==> src/adc_ctl_defines.svh <==
`ifndef ADC_CTL_DEFINES_SVH
`define ADC_CTL_DEFINES_SVH
`define OFF_STATUS_CTRL 12'h000
`define OFF_CONFIG 12'h004
`define OFF_RESULT_HIGH 12'h008
`define OFF_RESULT_LOW 12'h00c
`define OFF_COMPARE 12'h010
`define OFF_PIN_CTL_UPPER 12'h014
`define OFF_IRQ_STATUS 12'h018
`define OFF_IRQ_ENABLE 12'h01c
`define OFF_IRQ_CLEAR 12'h020
`define CH_FIELD_LSB 0
`define CH_FIELD_W 5
`define CH_ALL_ONES 5'h1f
`define BIT_IRQ_EN 6
`define BIT_COMPLETE 7
`define BIT_CMP_EN 5
`define BIT_CMP_GT 4
`define MODE_LSB 2
`define MODE_8 2'h0
`define MODE_12 2'h1
`define MODE_10 2'h2
`define STEP_DIV 8'h04
`define IRQ_COMPLETE 0
`define IRQ_COMPARE 1
`endif

==> src/adc_ctl_pkg.sv <==
package adc_ctl_pkg;
  typedef enum logic [3:0] {
    ST_IDLE = 4'b0001,
    ST_SAMPLE = 4'b0010,
    ST_APPROX = 4'b0100,
    ST_STORE = 4'b1000
  } conv_state_t;
  typedef struct packed {
    logic [1:0] mode;
    logic cmp_en;
    logic cmp_gt;
    logic [4:0] channel;
  } conv_cfg_t;
endpackage

==> src/adc_conversion_control.sv <==
`timescale 1ns/10ps
`default_nettype none
`include "adc_ctl_defines.svh"
// How it works
// - Disabled in reset or channel all ones
// - Idle after completion until next start
// - Converts the software selected channel
// - Twelve and ten bit modes yield 12 bits
// - Eight bit mode yields nine raw bits
// - Completion writes the low result, and the high one outside eight bit mode
// - Ten bit mode rounds to ten bits
// - Eight bit mode rounds, low register only
// - Complete flag set after result stored
// - Flag with enable raises interrupt
// - Compare enable checks each result
// - Compare works with every mode
// - Upper pin bits release pins 23..16
module adc_conversion_control (
  input wire logic pclk,
  input wire logic presetn,
  input wire logic psel,
  input wire logic penable,
  input wire logic pwrite,
  input wire logic [11:0] paddr,
  input wire logic [31:0] pwdata,
  output logic [31:0] prdata,
  output logic pready,
  output logic pslverr,
  input wire logic cmp_high,
  output logic [11:0] dac_trial,
  output logic [4:0] channel_sel,
  output logic analog_enable,
  output logic sampling,
  output logic [7:0] pin_io_disable,
  output logic irq
);
  adc_ctl_pkg::conv_state_t state_reg;
  adc_ctl_pkg::conv_cfg_t cfg_reg;
  logic [4:0] channel_select_field;
  logic complete_irq_enable;
  logic conversion_complete_flag;
  logic [11:0] result_high_reg;
  logic [11:0] result_low_reg;
  logic [11:0] compare_reg;
  logic [7:0] adc_pin_control_upper;
  logic [1:0] irq_status_reg;
  logic [1:0] irq_enable_reg;
  logic [7:0] div_reg;
  logic step;
  logic wr_en;
  logic rd_en;
  logic start;
  logic sar_start;
  logic sar_done;
  logic [11:0] sar_result;
  logic [11:0] sar_trial;
  logic [11:0] stored;
  logic [11:0] cmp_value;
  logic cmp_hit;
  logic disabled;

  assign wr_en = psel && penable && pwrite;
  assign rd_en = psel && penable && !pwrite;
  assign pready = 1'b1;
  assign pslverr = 1'b0;
  assign start = wr_en && paddr == `OFF_STATUS_CTRL;
  assign disabled = channel_select_field == `CH_ALL_ONES;
  assign channel_sel = channel_select_field;
  assign analog_enable = !disabled && state_reg != adc_ctl_pkg::ST_IDLE;
  assign sampling = state_reg == adc_ctl_pkg::ST_SAMPLE;
  assign pin_io_disable = adc_pin_control_upper;
  assign irq = |(irq_status_reg & irq_enable_reg);

  function automatic logic [3:0] mode_bits(input logic [1:0] mode);
    if (mode == `MODE_8) begin
      mode_bits = 4'h9;
    end else begin
      mode_bits = 4'hc;
    end
  endfunction

  function automatic logic [11:0] round_result(input logic [1:0] mode, input logic [11:0] raw);
    logic [12:0] sum;
    sum = 13'h0;
    case (mode)
      `MODE_8: begin
        sum = {4'h0, raw[8:0]} + 13'h1;
        round_result = (sum[9]) ? 12'h0ff : {4'h0, sum[8:1]};
      end
      `MODE_10: begin
        sum = {1'b0, raw} + 13'h2;
        round_result = (sum[12]) ? 12'h3ff : {2'h0, sum[11:2]};
      end
      default: begin
        round_result = raw;
      end
    endcase
  endfunction

  assign stored = round_result(cfg_reg.mode, sar_result);
  // compare value built per mode
  // Eight bit mode leaves the high register stale, so mask it out
  assign cmp_value = (cfg_reg.mode == `MODE_8) ? {4'h0, result_low_reg[7:0]}
    : {result_high_reg[3:0], result_low_reg[7:0]};
  assign cmp_hit = cfg_reg.cmp_gt ? (cmp_value >= compare_reg) : (cmp_value < compare_reg);
  // nine bit trial left aligned
  // Keeps the comparator at full scale in every mode
  assign dac_trial = (cfg_reg.mode == `MODE_8) ? (sar_trial << 3) : sar_trial;

  sar_stepper #(.WIDTH(12)) u_sar (
    .pclk(pclk),
    .presetn(presetn),
    .start(sar_start),
    .step(step),
    .nbits(mode_bits(cfg_reg.mode)),
    .cmp_high(cmp_high),
    .trial(sar_trial),
    .result(sar_result),
    .done(sar_done)
  );

  assign sar_start = state_reg == adc_ctl_pkg::ST_SAMPLE && step;

  always_ff @(posedge pclk or negedge presetn) begin
    if (!presetn) begin
      div_reg <= 8'h00;
    end else if (state_reg == adc_ctl_pkg::ST_IDLE || div_reg == `STEP_DIV - 8'h01) begin
      div_reg <= 8'h00;
    end else begin
      div_reg <= div_reg + 8'h01;
    end
  end
  assign step = div_reg == `STEP_DIV - 8'h01;

  always_ff @(posedge pclk or negedge presetn) begin
    if (!presetn) begin
      state_reg <= adc_ctl_pkg::ST_IDLE;
    end else begin
      case (state_reg)
        adc_ctl_pkg::ST_IDLE: begin
          if (start && pwdata[`CH_FIELD_W-1:0] != `CH_ALL_ONES) begin
            state_reg <= adc_ctl_pkg::ST_SAMPLE;
          end
        end
        adc_ctl_pkg::ST_SAMPLE: begin
          if (step) begin
            state_reg <= adc_ctl_pkg::ST_APPROX;
          end
        end
        adc_ctl_pkg::ST_APPROX: begin
          if (sar_done) begin
            state_reg <= adc_ctl_pkg::ST_STORE;
          end
        end
        adc_ctl_pkg::ST_STORE: begin
          state_reg <= adc_ctl_pkg::ST_IDLE;
        end
        default: begin
          state_reg <= adc_ctl_pkg::ST_IDLE;
        end
      endcase
      if (start && pwdata[`CH_FIELD_W-1:0] == `CH_ALL_ONES) begin
        state_reg <= adc_ctl_pkg::ST_IDLE;
      end else if (start && state_reg != adc_ctl_pkg::ST_IDLE) begin
        state_reg <= adc_ctl_pkg::ST_SAMPLE;
      end
    end
  end

  always_ff @(posedge pclk or negedge presetn) begin
    if (!presetn) begin
      channel_select_field <= `CH_ALL_ONES;
      complete_irq_enable <= 1'b0;
      cfg_reg <= '0;
      compare_reg <= 12'h000;
      adc_pin_control_upper <= 8'h00;
      irq_enable_reg <= 2'h0;
    end else if (wr_en) begin
      case (paddr)
        `OFF_STATUS_CTRL: begin
          channel_select_field <= pwdata[`CH_FIELD_W-1:0];
          complete_irq_enable <= pwdata[`BIT_IRQ_EN];
        end
        `OFF_CONFIG: begin
          cfg_reg.mode <= pwdata[`MODE_LSB+1:`MODE_LSB];
          cfg_reg.cmp_en <= pwdata[`BIT_CMP_EN];
          cfg_reg.cmp_gt <= pwdata[`BIT_CMP_GT];
        end
        `OFF_COMPARE: compare_reg <= pwdata[11:0];
        `OFF_PIN_CTL_UPPER: adc_pin_control_upper <= pwdata[7:0];
        `OFF_IRQ_ENABLE: irq_enable_reg <= pwdata[1:0];
        default: begin
        end
      endcase
    end
  end

  always_ff @(posedge pclk or negedge presetn) begin
    if (!presetn) begin
      result_high_reg <= 12'h000;
      result_low_reg <= 12'h000;
    end else if (state_reg == adc_ctl_pkg::ST_APPROX && sar_done) begin
      result_low_reg <= {4'h0, stored[7:0]};
      if (cfg_reg.mode != `MODE_8) begin
        result_high_reg <= {8'h00, stored[11:8]};
      end
    end
  end

  always_ff @(posedge pclk or negedge presetn) begin
    if (!presetn) begin
      conversion_complete_flag <= 1'b0;
    end else if (state_reg == adc_ctl_pkg::ST_STORE) begin
      conversion_complete_flag <= 1'b1;
    end else if (start) begin
      conversion_complete_flag <= 1'b0;
    end
  end

  always_ff @(posedge pclk or negedge presetn) begin
    if (!presetn) begin
      irq_status_reg <= 2'h0;
    end else begin
      irq_status_reg[`IRQ_COMPLETE] <= (state_reg == adc_ctl_pkg::ST_STORE && complete_irq_enable)
        || (irq_status_reg[`IRQ_COMPLETE] && !(wr_en && paddr == `OFF_IRQ_CLEAR && pwdata[0]));
      irq_status_reg[`IRQ_COMPARE] <= (state_reg == adc_ctl_pkg::ST_STORE && cfg_reg.cmp_en
        && cmp_hit)
        || (irq_status_reg[`IRQ_COMPARE] && !(wr_en && paddr == `OFF_IRQ_CLEAR && pwdata[1]));
    end
  end

  always_ff @(posedge pclk or negedge presetn) begin
    if (!presetn) begin
      prdata <= 32'h0000_0000;
    end else if (psel && !penable && !pwrite) begin
      case (paddr)
        `OFF_STATUS_CTRL: prdata <= {24'h0, conversion_complete_flag, complete_irq_enable, 1'b0,
          channel_select_field};
        `OFF_CONFIG: prdata <= {26'h0, cfg_reg.cmp_en, cfg_reg.cmp_gt, cfg_reg.mode, 2'h0};
        `OFF_RESULT_HIGH: prdata <= {20'h0, result_high_reg};
        `OFF_RESULT_LOW: prdata <= {20'h0, result_low_reg};
        `OFF_COMPARE: prdata <= {20'h0, compare_reg};
        `OFF_PIN_CTL_UPPER: prdata <= {24'h0, adc_pin_control_upper};
        `OFF_IRQ_STATUS: prdata <= {30'h0, irq_status_reg};
        `OFF_IRQ_ENABLE: prdata <= {30'h0, irq_enable_reg};
        default: prdata <= 32'h0000_0000;
      endcase
    end
  end

  flag_after_store_a: assert property (@(posedge pclk) disable iff (!presetn)
    $rose(conversion_complete_flag) |-> $past(state_reg) == adc_ctl_pkg::ST_STORE)
    else $error("Complete flag rose without store");
  irq_gate_a: assert property (@(posedge pclk) disable iff (!presetn)
    $rose(conversion_complete_flag) && $past(complete_irq_enable)
      && irq_enable_reg[`IRQ_COMPLETE] |-> irq)
    else $error("Interrupt missing after completion");
  disabled_idle_a: assert property (@(posedge pclk) disable iff (!presetn)
    disabled |-> state_reg == adc_ctl_pkg::ST_IDLE && !analog_enable)
    else $error("Converter active while disabled");
  idle_after_a: assert property (@(posedge pclk) disable iff (!presetn)
    state_reg == adc_ctl_pkg::ST_STORE && !start |=> state_reg == adc_ctl_pkg::ST_IDLE)
    else $error("Not idle after store");
  start_clear_a: assert property (@(posedge pclk) disable iff (!presetn)
    start && state_reg != adc_ctl_pkg::ST_STORE |=> !conversion_complete_flag)
    else $error("Start did not clear flag");
  pin_map_a: assert property (@(posedge pclk) disable iff (!presetn)
    wr_en && paddr == `OFF_PIN_CTL_UPPER |=> pin_io_disable == $past(pwdata[7:0]))
    else $error("Pin control mismatch");
  low_range_a: assert property (@(posedge pclk) disable iff (!presetn)
    $rose(conversion_complete_flag) && cfg_reg.mode == `MODE_8
      |-> result_low_reg <= 12'h0ff && result_high_reg == $past(result_high_reg, 2))
    else $error("Eight bit result too wide or high register touched");
  high_range_a: assert property (@(posedge pclk) disable iff (!presetn)
    $rose(conversion_complete_flag) && cfg_reg.mode == `MODE_10 |-> result_high_reg <= 12'h003)
    else $error("Ten bit result too wide");
  cmp_event_a: assert property (@(posedge pclk) disable iff (!presetn)
    state_reg == adc_ctl_pkg::ST_STORE && cfg_reg.cmp_en && cmp_hit |=> irq_status_reg[`IRQ_COMPARE])
    else $error("Compare hit not recorded");
endmodule
`default_nettype wire

==> src/sar_stepper.sv <==
`timescale 1ns/10ps
`default_nettype none
`include "adc_ctl_defines.svh"
// Successive approximation walk, MSB first, one bit per step pulse
module sar_stepper #(
  parameter int WIDTH = 12
) (
  input wire logic pclk,
  input wire logic presetn,
  input wire logic start,
  input wire logic step,
  input wire logic [3:0] nbits,
  input wire logic cmp_high,
  output logic [WIDTH-1:0] trial,
  output logic [WIDTH-1:0] result,
  output logic done
);
  logic [WIDTH-1:0] trial_reg;
  logic [WIDTH-1:0] acc_reg;
  logic [3:0] idx_reg;
  logic busy_reg;
  logic done_reg;
  assign trial = trial_reg;
  assign result = acc_reg;
  assign done = done_reg;
  always_ff @(posedge pclk or negedge presetn) begin
    if (!presetn) begin
      trial_reg <= '0;
      acc_reg <= '0;
      idx_reg <= 4'h0;
      busy_reg <= 1'b0;
      done_reg <= 1'b0;
    end else begin
      done_reg <= 1'b0;
      if (start) begin
        idx_reg <= nbits - 4'h1;
        acc_reg <= '0;
        trial_reg <= WIDTH'(1) << (nbits - 4'h1);
        busy_reg <= 1'b1;
      end else if (busy_reg && step) begin
        if (cmp_high) begin
          acc_reg <= trial_reg;
        end
        if (idx_reg == 4'h0) begin
          busy_reg <= 1'b0;
          done_reg <= 1'b1;
        end else begin
          idx_reg <= idx_reg - 4'h1;
          trial_reg <= (cmp_high ? trial_reg : acc_reg) | (WIDTH'(1) << (idx_reg - 4'h1));
        end
      end
    end
  end
endmodule
`default_nettype wire

==> config.mk <==
export PLATFORM = sky130hd
export DESIGN_NAME = adc_conversion_control
export DESIGN_NICKNAME = d
export VERILOG_FILES = /design/src/adc_ctl_pkg.sv /design/src/adc_conversion_control.sv /design/src/sar_stepper.sv
export VERILOG_INCLUDE_DIRS = /design/src /design/src/src
export SDC_FILE = /design/constraint.sdc
export NUM_CORES = 1
export LEC_CHECK = 0
export BUFFER_PORTS_ARGS = -buffer_cell sky130_fd_sc_hd__clkbuf_2
export CORE_ASPECT_RATIO = 0.7
export CORE_MARGIN = 2
export CORE_UTILIZATION = 40
export CTS_BUF_LIST = sky130_fd_sc_hd__clkbuf_4 sky130_fd_sc_hd__clkbuf_8
export CTS_CLUSTER_DIAMETER = 50
export DETAILED_ROUTE_END_ITERATION = 6
export PLACE_DENSITY = 0.6
export SYNTH_ARGS = -nofsm -noshare
export SYNTH_HDL_FRONTEND = slang
export SYNTH_SLANG_ARGS = --single-unit
==> constraint.sdc <==
create_clock -name pclk -period 5.65 [get_ports pclk]
set_input_delay 0.2825 -clock pclk [delete_from_list [all_inputs] [get_ports pclk]]
set_output_delay 0.2825 -clock pclk [all_outputs]
set_load 0.02 [all_outputs]
Word-level counts from Yosys, hierarchy flattened
Cells that the tools add are included.

storage, ports and cells
  flip-flop bits (word level) = 121
  input bits = 50
  output and inout bits = 62
  logic and storage cells = 130

cells by class
  add/subtract/negate cells = 5
  $lt $le $gt $ge = 2
  equality and inequality tests = 22
  shifts and indexed selects = 2
  muxes and demuxes = 32
  bitwise gates (word level) = 2
  reduce and logical (&&, ||, !) cells = 45

operator list
  cell                                                                     number
  12-bit 2-to-1 mux                                                        8
  12-bit one-hot mux with 8 select lines                                   1
  12-bit by 5-bit == test with 1-bit output, second input constant         4
  4-bit 2-to-1 mux                                                         8
  12-bit by 4-bit == test with 1-bit output, second input constant         2
  12-bit one-hot mux with 2 select lines                                   1
  1-bit by 4-bit << shifter with 12-bit output, first input constant       2
  1-bit logical AND                                                        20
  8-bit 2-to-1 mux                                                         2
  2-bit AND reduction                                                      8
  12-bit by 2-bit adder with 13-bit output, second input constant          1
  12-bit by 3-bit == test with 1-bit output, second input constant         1
  12-bit by 6-bit == test with 1-bit output, second input constant         1
  12-bit greater-or-equal comparator                                       1
  12-bit logical NOT                                                       1
  12-bit less-than comparator                                              1
  4-bit by 1-bit inequality test with 1-bit output, second input constant  3
  12-bit OR                                                                1
  4-bit one-hot mux with 3 select lines                                    1
  9-bit by 1-bit adder with 10-bit output, second input constant           1
  5-bit == test, second input constant                                     2
  10-bit 2-to-1 mux                                                        1
  1-bit 2-to-1 mux                                                         9
  8-bit by 1-bit adder with 8-bit output, second input constant            1
  other kinds (19)                                                         29

Depth between registers and ports, before layout
  depth after elaboration = 8
  depth in mapped cells = 11
  mapped depth without buffers = 8

Modules after synthesis
Synthesis repeated with hierarchy kept, for this count alone.

unflattened totals
  cells, all modules = 718
  area, all modules = 6437.4 sq um

by module, submodules not included
  module                  times used  cells each  area an instance (sq um)  sequential area each (sq um)
  adc_conversion_control  1           500         4545.6                    1784.2
  sar_stepper             1           218         1891.8                    750.7

Worst setup path before layout
OpenSTA, ideal clock, no wires.

  kind = register -> register
  start = register cfg_reg[7] (netlist name)
  end = register irq_status_reg[1]
  setup time = 0.095 ns
  arrival time = 2.179 ns
  data required time = 5.555 ns
  path slack = 3.376 ns
  stages on the path, launching flop included = 11
  period minus slack after synthesis = 2.274 ns
  cells stage by stage = dfrtp_1 buf_2 or2_1 clkbuf_1 clkbuf_1 and2_1 ha_1 nand4_1 a211o_1 and4_1 o31ai_1

between the ends
  longest elaborated chain between the ends = 6
  elaborated cells between the ends (all ways) = 7

RTL lines
  item                                                                               RTL line                       text
  start, declared                                                                    adc_conversion_control.sv:38   adc_ctl_pkg::conv_cfg_t cfg_reg;
  2-bit logical NOT *                                                                -
  12-bit 2-to-1 mux *                                                                adc_conversion_control.sv:103  assign cmp_value = (cfg_reg.mode == `MODE_8) ? {4'h0, result_low_reg[7:0]}
  12-bit less-than comparator or 12-bit greater-or-equal comparator (tied branches)  adc_conversion_control.sv:105  assign cmp_hit = cfg_reg.cmp_gt ? (cmp_value >= compare_reg) : (cmp_value < compare_reg);
  1-bit 2-to-1 mux *                                                                 adc_conversion_control.sv:105
  1-bit logical AND *                                                                adc_conversion_control.sv:227  && cmp_hit)
  1-bit logical OR *                                                                 adc_conversion_control.sv:226  irq_status_reg[`IRQ_COMPARE] <= (state_reg == adc_ctl_pkg::ST_STORE && cfg_reg.cmp_en
  end signal, assigned by index                                                      adc_conversion_control.sv:224  irq_status_reg[`IRQ_COMPLETE] <= (state_reg == adc_ctl_pkg::ST_STORE && complete_irq_enable)
  end signal, assigned by index                                                      adc_conversion_control.sv:226
  end, declared                                                                      adc_conversion_control.sv:46   logic [1:0] irq_status_reg;

Every way passes the cells marked *; elsewhere a longest branch is shown, timed or not.
A chain may end at the register's enable or synchronous reset.

Worst setup path after layout
Same ends and word-level chain as after synthesis.

==> key figures <==
Power
  • Pleak: 3.08 nW
  • VDD IR max: 106 uV
  • P per Cell Area: 189 nW/um^2

Final layout
  • Share of cells above drive strength 1: 0.202
  • Final net count: 772
  • ANT cells: 0
  • Filler cell count: 1,454
  • Finished Core Util: 0.449
  • Area delta synth->final: 9.06%

Setup path
  • CP top delay family: simple AND/OR/NAND/NOR gates
  • CP Buf/Inv Count: 0
  • Crit-path max cell delay: 770 ps
  • R2r setup slk: about 2600 ps
  • Cell depth of the worst flop-to-flop path: 8
  • Critical path type: flip-flop to flip-flop
  • Reg2reg end: irq_status_reg[1]
  • Max stage delay cell, worst path: dfrtp_1
  • Startpoint types: flip-flop
  • Cell mode on critical path: a21oi_1
  • CP cell instances: or2_1 -> and2_1 -> ha_1 -> a21oi_1 -> nand2_1 -> a21oi_1 -> a31oi_1 -> o31ai_1
  • WP data arrival: about 3300 ps
  • Max FO, Critical Path: 24
  • Reg-to-Reg Start: cfg_reg[7]
  • Crit. End Element: flip-flop
  • Critical path required time: 5950 ps

Drt
  • Initial drt markers: approximately 430
  • Post-DRT Antenna Nets: 0
  • Wire per inst: between 15 and 20 um
  • Drt via density: about 5.8
  • Post-route DRC violation count: 0
  • Routed wire length: 17,200 um
  • First-pass DRT Iterations: 5
  • Total number of vias: 5,230

STA
  • Final hold slack: 98.8 ps
  • Final worst path period share: 0.533
  • Final setup fails: 0
  • Slew Viols, Final: 0
  • F_max: approximately 330 MHz
  • Worst Skew: 16.5 ps
  • Final Hold Fails: 0
  • Slew @ Worst Pin: roughly 1000 ps
  • Worst Slack Setup Final: 2640 ps
  • Setup TNS: 0 ps
  • Final min period: 3010 ps
  • RSZ-0062 raised after global routing: false
  • Slew margin rel.: 0.350

Logic synthesis
  • Ys async rst share: 1.00
  • Leading area contributor after synthesis: dfrtp_1
  • EDFF count, synth: 0
  • Synth top area share: 0.389
  • Most frequent cell after synthesis: dfrtp_1
  • Cell Area, Synth: about 6000 sq um
  • Gate Count Post-Synth: 655
  • Most frequent cells after synthesis: dfrtp_1 (95), nand2_1 (88), o21ai_0 (45)
  • Top FF cell, synth: dfrtp_1
  • Yosys reg bits: roughly 100
  • Syn. warnings: 0
  • Top cells by area, synth: dfrtp_1 (39%), nand2_1 (5.4%), mux2_2 (4.2%)
  • Netlist cell types: 73
  • Avg Cell Area, Syn: 9.32 sq um
  • Post-synthesis sequential area ratio: 0.415

Clocking
  • Postcts setup bufs: 0
  • CTS Sinks: 101
  • Clock Pin Slew Worst Setup and Hold Paths: 120 ps
  • Worst skew pair latency: 390 ps
  • CTS tree: yes
  • H-tree Lvls: 3
  • Clk buf depth: 2
  • CTS Root Cell: clkbuf_8
  • Num CTS Buffers: 9

Global routing
  • Vias in the first global route: a little under 5,000
  • Remaining global-route overflow: 0
  • Gr usage total: 0.218
  • Initial antenna violation count: 0
  • Largest net degree at the start of global routing: 57
  • Global-route wire length before repair: approximately 27,000 um

Floorplanning
  • Overall die area: 16,300 sq um
  • DIE HEIGHT: about 110 um
  • I/O pin total: around 110
  • Core Box Area: 14,800 sq um
  • Die Wd: 152 um
  • Starting Density: 0.412
  • Core Rows: 37

Job
  • Max-cap violations: 0

Worst hold path
  • Hold Crit Depth: 3
  • Hold_sp: pwdata[9]
  • WHS Endpoint: compare_reg[9]
  • Min-Delay Path Class: primary input to flip-flop

Placement
  • Hpwl dp: ~13,000 um
  • Pre-CTS setup slack: between 2000 and 3000 ps
  • Final GP Congestion: around 0.9
  • # port buffers: 69

Run status
  • Status: finished clean
[how the worst max path moves through the flow]
| stage | slack (ps) | cells after the start | to | start |
|---|---|---|---|---|
| detailed placement | 2710 | 8 | irq_status_reg[1] | cfg_reg[7] |
| global route | 2350 | 8 | irq_status_reg[1] | cfg_reg[7] |
| floorplan | 3380 | 10 | irq_status_reg[1] | cfg_reg[7] |
| finish | 2640 | 8 | irq_status_reg[1] | cfg_reg[7] |
| global placement | 2750 | 8 | irq_status_reg[1] | cfg_reg[7] |
| CTS | 2650 | 8 | irq_status_reg[1] | cfg_reg[7] |
[per-layer routing]
| metal | up-vias | global-route usage | share of wire |
|---|---|---|---|
| met5 | - | 0 | 0 |
| met4 | 0 | 0.0529 | 0.012 |
| met3 | 21 | 0.0500 | 0.074 |
| met2 | 195 | 0.299 | 0.42 |
| met1 | 2619 | 0.342 | 0.50 |
| li1 | 2395 | - | - |
[stage by stage]
step | instance area (sq um) | std cells | total power (W)
5_1_grt | 6660 | 902 | 0.00131
3_5_place_dp | 6460 | 885 | 0.000813
4_1_cts | 6660 | 902 | 0.00127
6_report | 6660 | 902 | 0.00126
3_3_place_gp | 6460 | 885 | 0.000813
2_1_floorplan | 6180 | 675 | 0.000787
[where the power goes]
group	leakage (nW)	switching (W)	internal (W)	total [W]
Clock	0.0984	0.000287	0.000172	0.000459
Combinational	1.69	0.0000581	0.0000182	0.0000763
Sequential	1.29	0.000000411	0.000723	0.000723
[cell type report]
cell class	instances	area, sq um	area share
clock buffer	9	124	0.0186
clock inverter	7	62.6	0.00940
inverter	20	75.1	0.0113
multi-input combinational	498	3240	0.487
sequential	101	2530	0.381
tap	195	244	0.0366
timing repair buffer	72	373	0.0560
[worst register-to-register path, stage by stage, from the launching register on]
cell and delay (ps):
dfrtp_1 770, or2_1 750, and2_1 240, ha_1 260, a21oi_1 170, nand2_1 70
a21oi_1 230, a31oi_1 190, o31ai_1 260
[cell families (layout without fill, tap and decap cells)]
kind of cell | count (synthesis) | count (layout) | synth area share
AOI/OAI and AO/OA | 159 | 159 | 0.172
buffers and inverters | 76 | 108 | 0.0656
adders and majority gates | 20 | 20 | 0.0410
muxes | 35 | 35 | 0.0642
other | 2 | 22 | 0.00123
and+or+nand+nor | 247 | 247 | 0.219
xor gates and xnor gates | 15 | 15 | 0.0215
DFF | 101 | 101 | 0.415
[layout by cell type (no fill, tap or decap), types with 10 or more instances in the layout]
| cell type | instances |
|---|---|
| dfrtp_1 | 95 |
| nand2_1 | 88 |
| clkbuf_2 | 68 |
| o21ai_0 | 45 |
| nor2_1 | 43 |
| a21oi_1 | 34 |
| nand3_1 | 26 |
| mux2_2 | 23 |
| conb_1 | 22 |
| inv_1 | 20 |
| ha_1 | 20 |
| a22o_1 | 18 |
| nor3_1 | 15 |
| mux2i_1 | 11 |
| and2_1 | 10 |
| a31oi_1 | 10 |
[repair_timing]
item,CTS,global route
hold buffers,1,0
resized for setup,0,0
hold endpoints to repair,49,0
Power figures use the tool's default switching activity.
